<file path="src/verilog/move_ops_pkg.sv">
package move_ops_pkg;
   // instruction word layout
   localparam int INSN_W = 12;
   localparam int DATA_W = 8;
   localparam int FR_ADDR_W = 5;
   localparam int PTR_W = 8;
   localparam int PORT_SEL_W = 4;
   // opcode patterns
   localparam logic [6:0] STORE_ACC_TOP = 7'h01; // 0000 001f ffff
   localparam logic [7:0] LIT_PTR_TOP = 8'h05; // 0000 0101 kkkk
   localparam logic [11:0] ACC_PTR_OP = 12'h043; // 0000 0100 0011
   localparam logic [7:0] CTRL_XFER_TOP = 8'h00; // 0000 0000 ffff
   // port select field range
   localparam logic [3:0] PORT_FIRST = 4'h5;
   localparam logic [3:0] PORT_LAST = 4'h9;
   // reset values
   localparam logic [7:0] PTR_RST = 8'h00;
   // pointer field positions
   localparam int LIT_W = 4;
   localparam int WIDE_W = 5;
   // one instruction cycle per move
   localparam int MOVE_CYCLES = 1;
endpackage

</file>
<file path="src/verilog/move_decode.sv">
// opcode match for the three moves and the control transfer
module move_decode
   import move_ops_pkg::*;
(
   input wire logic [INSN_W-1:0] insn, // instruction word
   input wire logic insn_valid, // word is executing this cycle
   output logic is_store_acc, // accumulator to file register
   output logic is_lit_ptr, // literal to pointer
   output logic is_acc_ptr, // accumulator to pointer
   output logic is_ctrl_xfer // control-register transfer
);
   wire port_in_range;

   // pattern compares
   assign port_in_range = (insn[3:0] >= PORT_FIRST) &&
                          (insn[3:0] <= PORT_LAST);
   assign is_store_acc = insn_valid && (insn[11:5] == STORE_ACC_TOP);
   assign is_lit_ptr = insn_valid && (insn[11:4] == LIT_PTR_TOP);
   assign is_acc_ptr = insn_valid && (insn == ACC_PTR_OP);
   assign is_ctrl_xfer = insn_valid && (insn[11:4] == CTRL_XFER_TOP) &&
                         port_in_range;
endmodule

</file>
<file path="src/verilog/accumulator_move_ops.sv">
// Behaviour
// - store accumulator into addressed file register
// - literal nibble loads pointer low four bits
// - narrow: accumulator low four bits to pointer
// - wide: accumulator low five bits to pointer
// - wide literal load keeps pointer bit four
// - pointer selects control register for transfers
// - port from field 5..9; pointer picks register
module accumulator_move_ops
   import move_ops_pkg::*;
#(
   parameter bit WIDE_CFG = 1'b0 // 1: five-bit pointer devices
)(
   input wire logic clk_sys, // instruction clock
   input wire logic sys_rst, // synchronous reset, high
   input wire logic [move_ops_pkg::INSN_W-1:0] insn, // executing word
   input wire logic insn_valid, // word executes this cycle
   input wire logic [move_ops_pkg::DATA_W-1:0] acc, // accumulator value
   output logic fr_we, // file register write strobe
   output logic [move_ops_pkg::FR_ADDR_W-1:0] fr_addr, // file reg address
   output logic [move_ops_pkg::DATA_W-1:0] fr_wdata, // file reg data
   output logic acc_we, // accumulator write, never set
   output logic status_we, // status flag write, never set
   output logic [move_ops_pkg::PTR_W-1:0] ptr, // pointer register
   output logic ctrl_xfer, // control transfer strobe
   output logic [move_ops_pkg::PORT_SEL_W-1:0] ctrl_port, // port field
   output logic [move_ops_pkg::PTR_W-1:0] ctrl_reg_sel // pointer snapshot
);
   import move_ops_pkg::*;

   ////////////////////////////////////////////////////////////////////////
   // elaboration checks: field slicing below relies on these shapes
   if (INSN_W != 12) begin : g_chk_insn
      $error("instruction word must be twelve bits wide");
   end
   if (DATA_W != 8) begin : g_chk_acc
      $error("accumulator must be eight bits wide");
   end
   if (FR_ADDR_W != 5) begin : g_chk_addr
      $error("store operand field must be five bits wide");
   end
   if (PORT_SEL_W != LIT_W) begin : g_chk_port
      $error("port field and literal share the low nibble");
   end
   if (WIDE_W <= LIT_W) begin : g_chk_wide
      $error("wide pointer field must exceed the literal field");
   end
   if (PTR_W <= WIDE_W) begin : g_chk_ptr
      $error("pointer must be wider than its loaded field");
   end
   if (DATA_W < WIDE_W) begin : g_chk_data
      $error("accumulator narrower than the wide pointer field");
   end
   if (PORT_FIRST > PORT_LAST) begin : g_chk_range
      $error("port field range is empty");
   end
   if (MOVE_CYCLES != 1) begin : g_chk_cycles
      $error("moves are built as single cycle operations");
   end

   ////////////////////////////////////////////////////////////////////////
   // decode results
   wire is_store_acc;
   wire is_lit_ptr;
   wire is_acc_ptr;
   wire is_ctrl_xfer;
   wire ptr_load; // either pointer load this cycle

   // pointer state and candidates
   logic [PTR_W-1:0] ptr_ff;
   logic [PTR_W-1:0] nxt_ptr;
   wire [PTR_W-1:0] lit_ptr;
   wire [PTR_W-1:0] acc_ptr_narrow;
   wire [PTR_W-1:0] acc_ptr_wide;
   wire [PTR_W-1:0] acc_ptr;
   wire [PTR_W-1:0] load_ptr;

   // file register write state
   logic fr_we_ff;
   logic nxt_fr_we;
   logic [FR_ADDR_W-1:0] fr_addr_ff;
   logic [FR_ADDR_W-1:0] nxt_fr_addr;
   logic [DATA_W-1:0] fr_wdata_ff;
   logic [DATA_W-1:0] nxt_fr_wdata;

   // control transfer state
   logic ctrl_xfer_ff;
   logic nxt_ctrl_xfer;
   logic [PORT_SEL_W-1:0] ctrl_port_ff;
   logic [PORT_SEL_W-1:0] nxt_ctrl_port;
   logic [PTR_W-1:0] ctrl_reg_sel_ff;
   logic [PTR_W-1:0] nxt_ctrl_reg_sel;

   // opcode decode, purely combinational
   move_decode u_dec (
      .insn(insn),
      .insn_valid(insn_valid),
      .is_store_acc(is_store_acc),
      .is_lit_ptr(is_lit_ptr),
      .is_acc_ptr(is_acc_ptr),
      .is_ctrl_xfer(is_ctrl_xfer)
   );

   ////////////////////////////////////////////////////////////////////////
   // timing overview:
   // - word taken on the edge with insn_valid high
   // - effect visible on registered outputs one cycle later
   // - transfer right after a load sees the new pointer
   // - transfer and load in one word cannot both decode
   // - accumulator and status flags never written here

   ////////////////////////////////////////////////////////////////////////
   // pointer candidates; bits above the written field are kept
   assign lit_ptr = {ptr_ff[PTR_W-1:LIT_W],
                     insn[LIT_W-1:0]};
   assign acc_ptr_narrow = {ptr_ff[PTR_W-1:LIT_W],
                            acc[LIT_W-1:0]};
   assign acc_ptr_wide = {ptr_ff[PTR_W-1:WIDE_W],
                          acc[WIDE_W-1:0]};

   // configuration picks how much of the accumulator lands
   assign acc_ptr = WIDE_CFG ? acc_ptr_wide : acc_ptr_narrow;

   // the two load forms never match the same word
   assign load_ptr = is_lit_ptr ? lit_ptr : acc_ptr;
   assign ptr_load = is_lit_ptr || is_acc_ptr;

   // hold unless a load is decoded this cycle
   assign nxt_ptr = ptr_load ? load_ptr : ptr_ff;

   // pointer register, updated on the taking edge
   always_ff @(posedge clk_sys) begin
      if (sys_rst) begin
         ptr_ff <= PTR_RST;
      end else begin
         ptr_ff <= nxt_ptr;
      end
   end

   ////////////////////////////////////////////////////////////////////////
   // store: strobe for one cycle, address and data held after
   assign nxt_fr_we = is_store_acc;
   assign nxt_fr_addr = is_store_acc ? insn[FR_ADDR_W-1:0]
                                     : fr_addr_ff;
   assign nxt_fr_wdata = is_store_acc ? acc : fr_wdata_ff;

   // file register write strobe
   always_ff @(posedge clk_sys) begin
      if (sys_rst) begin
         fr_we_ff <= 1'b0;
      end else begin
         fr_we_ff <= nxt_fr_we;
      end
   end

   // file register address and data
   always_ff @(posedge clk_sys) begin
      if (sys_rst) begin
         fr_addr_ff <= '0;
         fr_wdata_ff <= '0;
      end else begin
         fr_addr_ff <= nxt_fr_addr;
         fr_wdata_ff <= nxt_fr_wdata;
      end
   end

   ////////////////////////////////////////////////////////////////////////
   // transfer: current pointer picks register and access kind
   assign nxt_ctrl_xfer = is_ctrl_xfer;
   assign nxt_ctrl_port = is_ctrl_xfer ? insn[PORT_SEL_W-1:0]
                                       : ctrl_port_ff;
   assign nxt_ctrl_reg_sel = is_ctrl_xfer ? ptr_ff
                                          : ctrl_reg_sel_ff;

   // transfer strobe
   always_ff @(posedge clk_sys) begin
      if (sys_rst) begin
         ctrl_xfer_ff <= 1'b0;
      end else begin
         ctrl_xfer_ff <= nxt_ctrl_xfer;
      end
   end

   // port field and pointer snapshot
   always_ff @(posedge clk_sys) begin
      if (sys_rst) begin
         ctrl_port_ff <= '0;
         ctrl_reg_sel_ff <= PTR_RST;
      end else begin
         ctrl_port_ff <= nxt_ctrl_port;
         ctrl_reg_sel_ff <= nxt_ctrl_reg_sel;
      end
   end

   ////////////////////////////////////////////////////////////////////////
   // moves never write accumulator or flags
   assign acc_we = 1'b0;
   assign status_we = 1'b0;

   // pointer seen as is; access kind decoded downstream
   assign ptr = ptr_ff;

   // file register write port
   assign fr_we = fr_we_ff;
   assign fr_addr = fr_addr_ff;
   assign fr_wdata = fr_wdata_ff;

   // control transfer port
   assign ctrl_xfer = ctrl_xfer_ff;
   assign ctrl_port = ctrl_port_ff;
   assign ctrl_reg_sel = ctrl_reg_sel_ff;
endmodule

</file>
<file path="config.mk">
export PLATFORM = sky130hd
export DESIGN_NAME = accumulator_move_ops
export DESIGN_NICKNAME = d
export VERILOG_FILES = /design/src/verilog/move_ops_pkg.sv /design/src/verilog/move_decode.sv /design/src/verilog/accumulator_move_ops.sv
export SDC_FILE = /design/constraint.sdc
export NUM_CORES = 1
export LEC_CHECK = 0
export BUFFER_PORTS_ARGS = -buffer_cell sky130_fd_sc_hd__clkbuf_2
export CORE_MARGIN = 8
export CORE_UTILIZATION = 40
export DETAILED_ROUTE_END_ITERATION = 12
export GPL_TIMING_DRIVEN = 1
export PLACE_DENSITY = 0.74
export SETUP_SLACK_MARGIN = 0.3
export SYNTH_ARGS = -nofsm -noshare
export SYNTH_HDL_FRONTEND = slang
export SYNTH_HIERARCHICAL = 1
export SYNTH_SLANG_ARGS = --single-unit
</file>
<file path="constraint.sdc">
create_clock -name clk_sys -period 1.4 [get_ports clk_sys]
set_input_delay 0.35 -clock clk_sys [delete_from_list [all_inputs] [get_ports clk_sys]]
set_output_delay 0.35 -clock clk_sys [all_outputs]
set_load 0.01 [all_outputs]
</file>
==> impl_metrics.env, run 1 <==
export IMPL_critPathMaxFanout=5
export IMPL_drtIter0Drc=25
export IMPL_clk_latency_ns=0.32
export IMPL_drt_total_wl_mm=3.00
export IMPL_finalCriticalPeriod_ns=1.38
export IMPL_startpoint="insn[8]"
export IMPL_grt_pass1_wl_mm=4.81
export IMPL_drive_gt1_frac=0.595
export IMPL_drc=0
export IMPL_critPathRequiredTime_ns=1.60
export IMPL_fp_dieH_um=70.9
export IMPL_slew_viol_final=0
export IMPL_hold_class="in -> reg"
export IMPL_via_count=1009
export IMPL_holdBufCountCts=0
export IMPL_grt_overflow_total=0
export IMPL_cts_root_buf="clkbuf_4"
export IMPL_dp_hpwl_mm=2.32
export IMPL_layoutNonFillerInstCount=218
export IMPL_dieWidth_um=70.9
export IMPL_status="finished clean"
export IMPL_setup_viol_count_final=0
export IMPL_clk_pin_slew_ns=0.14
export IMPL_period_share=0.987
export IMPL_critPathCaptureType="flip-flop"
export IMPL_worst_setup_path_start_kind="primary input"
export IMPL_layout_common_cells="28 x buf_6, 26 x dfxtp_2, 24 x mux2i_1"
export IMPL_syn_to_final_growth_pct=51.7
export IMPL_placementRows=20
export IMPL_routabilityCongestion=0.874
export IMPL_syn_area_sq_um=1200
export IMPL_clock_sinks=27
export IMPL_synthArstFlopShare=0
export IMPL_rsz0062_at_grt="yes"
export IMPL_initial_core_util=0.408
export IMPL_grt_pass1_vias=1090
export IMPL_critPathKind="in -> reg"
export IMPL_tightest_slew_ns=0.519
export IMPL_ys_ff_latch=27
export IMPL_final_common_cell="buf_6"
export IMPL_grt_antenna_before_repair=0
export IMPL_power_per_cell_area_nw_per_um2=665
export IMPL_leakage_nw=0.777
export IMPL_coreArea_sq_um=2950
export IMPL_fmax_mhz=724
export IMPL_vdd_drop_max_v=0.000386
export IMPL_dr_pass1_iters=4
export IMPL_place_inst=206
export IMPL_crit_arrival_ns=1.58
export IMPL_design_area_sq_um=1830
export IMPL_dieArea_sq_um=5020
export IMPL_final_hold_violation_count=0
export IMPL_cts_buffers=3
export IMPL_wl_per_cell_um=13.8
export IMPL_tns_ns=0
export IMPL_slew_headroom=0.654
export IMPL_port_buffers=49
export IMPL_syn_inst=117
export IMPL_io_pins=60
export IMPL_synth_edff_count=0
export IMPL_cts_tree="built"
export IMPL_antenna_left=0
export IMPL_cts_path_max_buffers=2
export IMPL_grt_start_max_net_pins=28
export IMPL_diodes=0
export IMPL_yosysSeqAreaShare=0.449
export IMPL_synth_cell_types=23
export IMPL_routed_via_density=4.63
export IMPL_skew_ns=0.00648
export IMPL_fin_nets=209
export IMPL_synthFlopType="dfxtp_1"
export IMPL_yosysWarningCount=6
export IMPL_avgSynthCellArea_sq_um=10.3
export IMPL_grt_use_total=0.118
export IMPL_dpl_instance_area_sq_um=1520
export IMPL_hp_start="acc[6]"
export IMPL_htreeDepth=1
export IMPL_r2r_start="ptr[1]$_SDFFE_PP0P_"
export IMPL_drv_cap=0
registers in the layout, indices dropped and copies added, names as in the netlist:
name and count:
ctrl_port 4, ctrl_reg_sel 4, ctrl_xfer 1, fr_addr 5, fr_wdata 8, fr_we 1, ptr 4
final cells by class:
type	instances	area, sq um
clock buffer	3	22.5
fill	243	1130
inverter	2	7.51
timing repair buffer	72	603
multi-input combinational	80	573
sequential	27	573
clock inverter	1	5.00
tap	33	41.3
final timing paths:
kind	endpoint	slack [ns]	cells after the start
min reg2reg	fr_wdata[1]$_SDFFE_PP0P_	0.51	2
max	ctrl_reg_sel[2]$_SDFFE_PP0P_	0.02	7
min	fr_wdata[6]$_SDFFE_PP0P_	0.27	3
max reg2reg	ptr[1]$_SDFFE_PP0P_	0.48	4
power by group:
group	internal [mW]	switching, mW	total [mW]
sequential	0.769	0.000844	0.770
clock	0.107	0.219	0.326
combinational	0.0543	0.0648	0.119
Yosys cell counts, types with 2 or more instances:
| cell | n | share of area |
|---|---|---|
| buf_6 | 2 | 0.019 |
| mux2i_1 | 25 | 0.21 |
| buf_4 | 11 | 0.069 |
| dfxtp_1 | 27 | 0.45 |
| buf_2 | 3 | 0.012 |
| inv_1 | 2 | 0.0062 |
| nor2b_1 | 6 | 0.031 |
| nor2_1 | 23 | 0.072 |
| a211oi_1 | 4 | 0.025 |
per-stage QoR:
| step | worst slack (ns) | util | hold slack [ns] | power, mW |
|---|---|---|---|---|
| 2_1_floorplan | -0.0739 | - | 0.497 | 0.850 |
| 3_3_place_gp | -0.279 | 0.513 | 0.471 | 0.894 |
| 3_5_place_dp | -0.339 | 0.513 | 0.481 | 0.898 |
| 4_1_cts | 0.0242 | 0.552 | 0.271 | 1.22 |
| 5_1_grt | -0.0571 | 0.618 | 0.285 | 1.26 |
| 6_report | 0.0187 | 0.618 | 0.266 | 1.21 |
critical path: stages:
cell,delay (ns)
buf_6,0.10
nor4_4,0.32
nand2_2,0.13
nor4_4,0.23
buf_4,0.20
mux2i_1,0.20
nor2_1,0.06
kinds of logic after synthesis:
group,share of synthesized area
and+or+nand+nor,0.180
DFF,0.449
muxes,0.208
buffers and inverters,0.123
AOI/OAI and AO/OA,0.0374
other,0.00312
timing repair:
item | in CTS | in global routing
setup endpoints to repair | 54 | 54
gates resized for setup | 26 | 58
pin swaps | 1 | 4
setup buffers | 6 | 2
layer usage:
layer  share of wire  global-route usage
met5               0                   0
met4           0.016              0.0762
met2            0.56               0.228
met1            0.35               0.102
met3           0.066              0.0381
Power figures use the tool's default switching activity.
==> inputs of run 2 (changes only) <==
SETUP_SLACK_MARGIN = 0.5   (was 0.3)
==> impl_metrics.env, run 2 (same netlist as run 1, synthesis figures left out) <==
export IMPL_routed_via_density=4.63
export IMPL_final_hold_violation_count=0
export IMPL_final_common_cell="buf_6"
export IMPL_leakage_nw=0.777
export IMPL_design_area_sq_um=1830
export IMPL_critPathCaptureType="flip-flop"
export IMPL_top_usage_layer="met2"
export IMPL_fillers=243
export IMPL_status="finished clean"
export IMPL_cts_path_max_buffers=2
export IMPL_routabilityCongestion=0.874
export IMPL_fin_nets=209
export IMPL_coreArea_sq_um=2950
export IMPL_cts_buffers=3
export IMPL_io_pins=60
export IMPL_finalCriticalPeriod_ns=1.38
export IMPL_grt_pass1_vias=1090
export IMPL_drtIter0Drc=25
export IMPL_placementRows=20
export IMPL_cts_tree="built"
export IMPL_drive_gt1_frac=0.595
export IMPL_setup_viol_count_final=0
export IMPL_hold_class="in -> reg"
export IMPL_tightest_slew_ns=0.519
export IMPL_slew_headroom=0.654
export IMPL_final_core_util=0.618
export IMPL_cts_root_buf="clkbuf_4"
export IMPL_fmax_mhz=724
export IMPL_initial_core_util=0.408
export IMPL_dp_hpwl_mm=2.32
export IMPL_grtUsageMet1=0.102
export IMPL_drt_total_wl_mm=3.00
export IMPL_grt_overflow_total=0
export IMPL_layout_common_cells="28 x buf_6, 26 x dfxtp_2, 24 x mux2i_1"
export IMPL_dieWidth_um=70.9
export IMPL_port_buffers=49
export IMPL_grt_use_total=0.118
export IMPL_skew_ns=0.00648
export IMPL_largest_reg_flops=8
export IMPL_critPathKind="in -> reg"
export IMPL_worst_setup_path_start_kind="primary input"
export IMPL_dp_slack_ns=-0.339
export IMPL_dr_pass1_iters=4
export IMPL_antenna_left=0
export IMPL_clock_sinks=27
export IMPL_clk_latency_ns=0.32
export IMPL_layoutNonFillerInstCount=218
export IMPL_vdd_drop_max_v=0.000386
export IMPL_clk_pin_slew_ns=0.14
export IMPL_critPathMaxStageDelay_ns=0.32
export IMPL_period_share=0.987
export IMPL_dieArea_sq_um=5020
export IMPL_wl_per_cell_um=13.8
export IMPL_place_inst=206
export IMPL_crit_slowest_cell="nor4_4"
export IMPL_dpl_instance_area_sq_um=1520
export IMPL_fp_dieH_um=70.9
export IMPL_worstPathCellList="buf_6 -> nor4_4 -> nand2_2 -> nor4_4 -> buf_4 -> mux2i_1 -> nor2_1"
export IMPL_holdBufCountCts=0
export IMPL_drc=0
export IMPL_slew_viol_final=0
export IMPL_grt_start_max_net_pins=28
export IMPL_fin_ws_ns=0.0187
export IMPL_crit_arrival_ns=1.58
export IMPL_met3_usage=0.0381
export IMPL_cp_common_cell="nor4_4"
export IMPL_htreeDepth=1
export IMPL_drv_cap=0
export IMPL_power_per_cell_area_nw_per_um2=665
export IMPL_syn_to_final_growth_pct=51.7
export IMPL_critPathMaxFanout=5
export IMPL_grtUsageMet2=0.228
export IMPL_rsz0062_at_grt="yes"
export IMPL_diodes=0
export IMPL_via_count=1009
export IMPL_critPathRequiredTime_ns=1.60
export IMPL_grt_antenna_before_repair=0
export IMPL_tns_ns=0
export IMPL_grt_pass1_wl_mm=4.81
run 2: worst paths after layout:
| path | slack, ns | from | to | cells after the start |
|---|---|---|---|---|
| max | 0.02 | insn[8] | ctrl_reg_sel[2]$_SDFFE_PP0P_ | 7 |
| min | 0.27 | acc[6] | fr_wdata[6]$_SDFFE_PP0P_ | 3 |
| max reg2reg | 0.48 | ptr[1]$_SDFFE_PP0P_ | ptr[1]$_SDFFE_PP0P_ | 4 |
| min reg2reg | 0.51 | fr_wdata[1]$_SDFFE_PP0P_ | fr_wdata[1]$_SDFFE_PP0P_ | 2 |
run 2: report_power, final:
part           switching, mW  leakage (nW)  total, mW  internal [mW]
clock                  0.219        0.0177      0.326          0.107
sequential          0.000844         0.231      0.770          0.769
combinational         0.0648         0.529      0.119         0.0543
run 2: area by class of cell:
cell class / count / area (sq um) / area share
multi-input combinational: 80 / 573 / 0.314
inverter: 2 / 7.51 / 0.00411
tap: 33 / 41.3 / 0.0226
timing repair buffer: 72 / 603 / 0.330
sequential: 27 / 573 / 0.314
clock buffer: 3 / 22.5 / 0.0123
clock inverter: 1 / 5.00 / 0.00274
run 2: timing repair:
item	4_1_cts	5_1_grt
setup buffers	6	2
cloned	0	0
setup endpoints to repair	54	54
pin swaps	1	4
resized for setup	26	58
endpoints found under the hold margin	0	0
run 2: worst max-delay path: cells and delay by family:
family	cells	cell delay [ns]
simple gates	4	0.74
mux	1	0.20
buf+inv	2	0.30
run 2: through the flow:
stage / power [mW] / hold slack, ns
floorplan: 0.850 / 0.497
global placement: 0.894 / 0.471
detailed placement: 0.898 / 0.481
CTS: 1.22 / 0.271
global route: 1.26 / 0.285
finish: 1.21 / 0.266
run 2: per-layer routing:
layer	wire, um	vias up
li1	-	508
met1	1060	467
met2	1700	30
met3	197	4
met4	48	0
met5	0	-
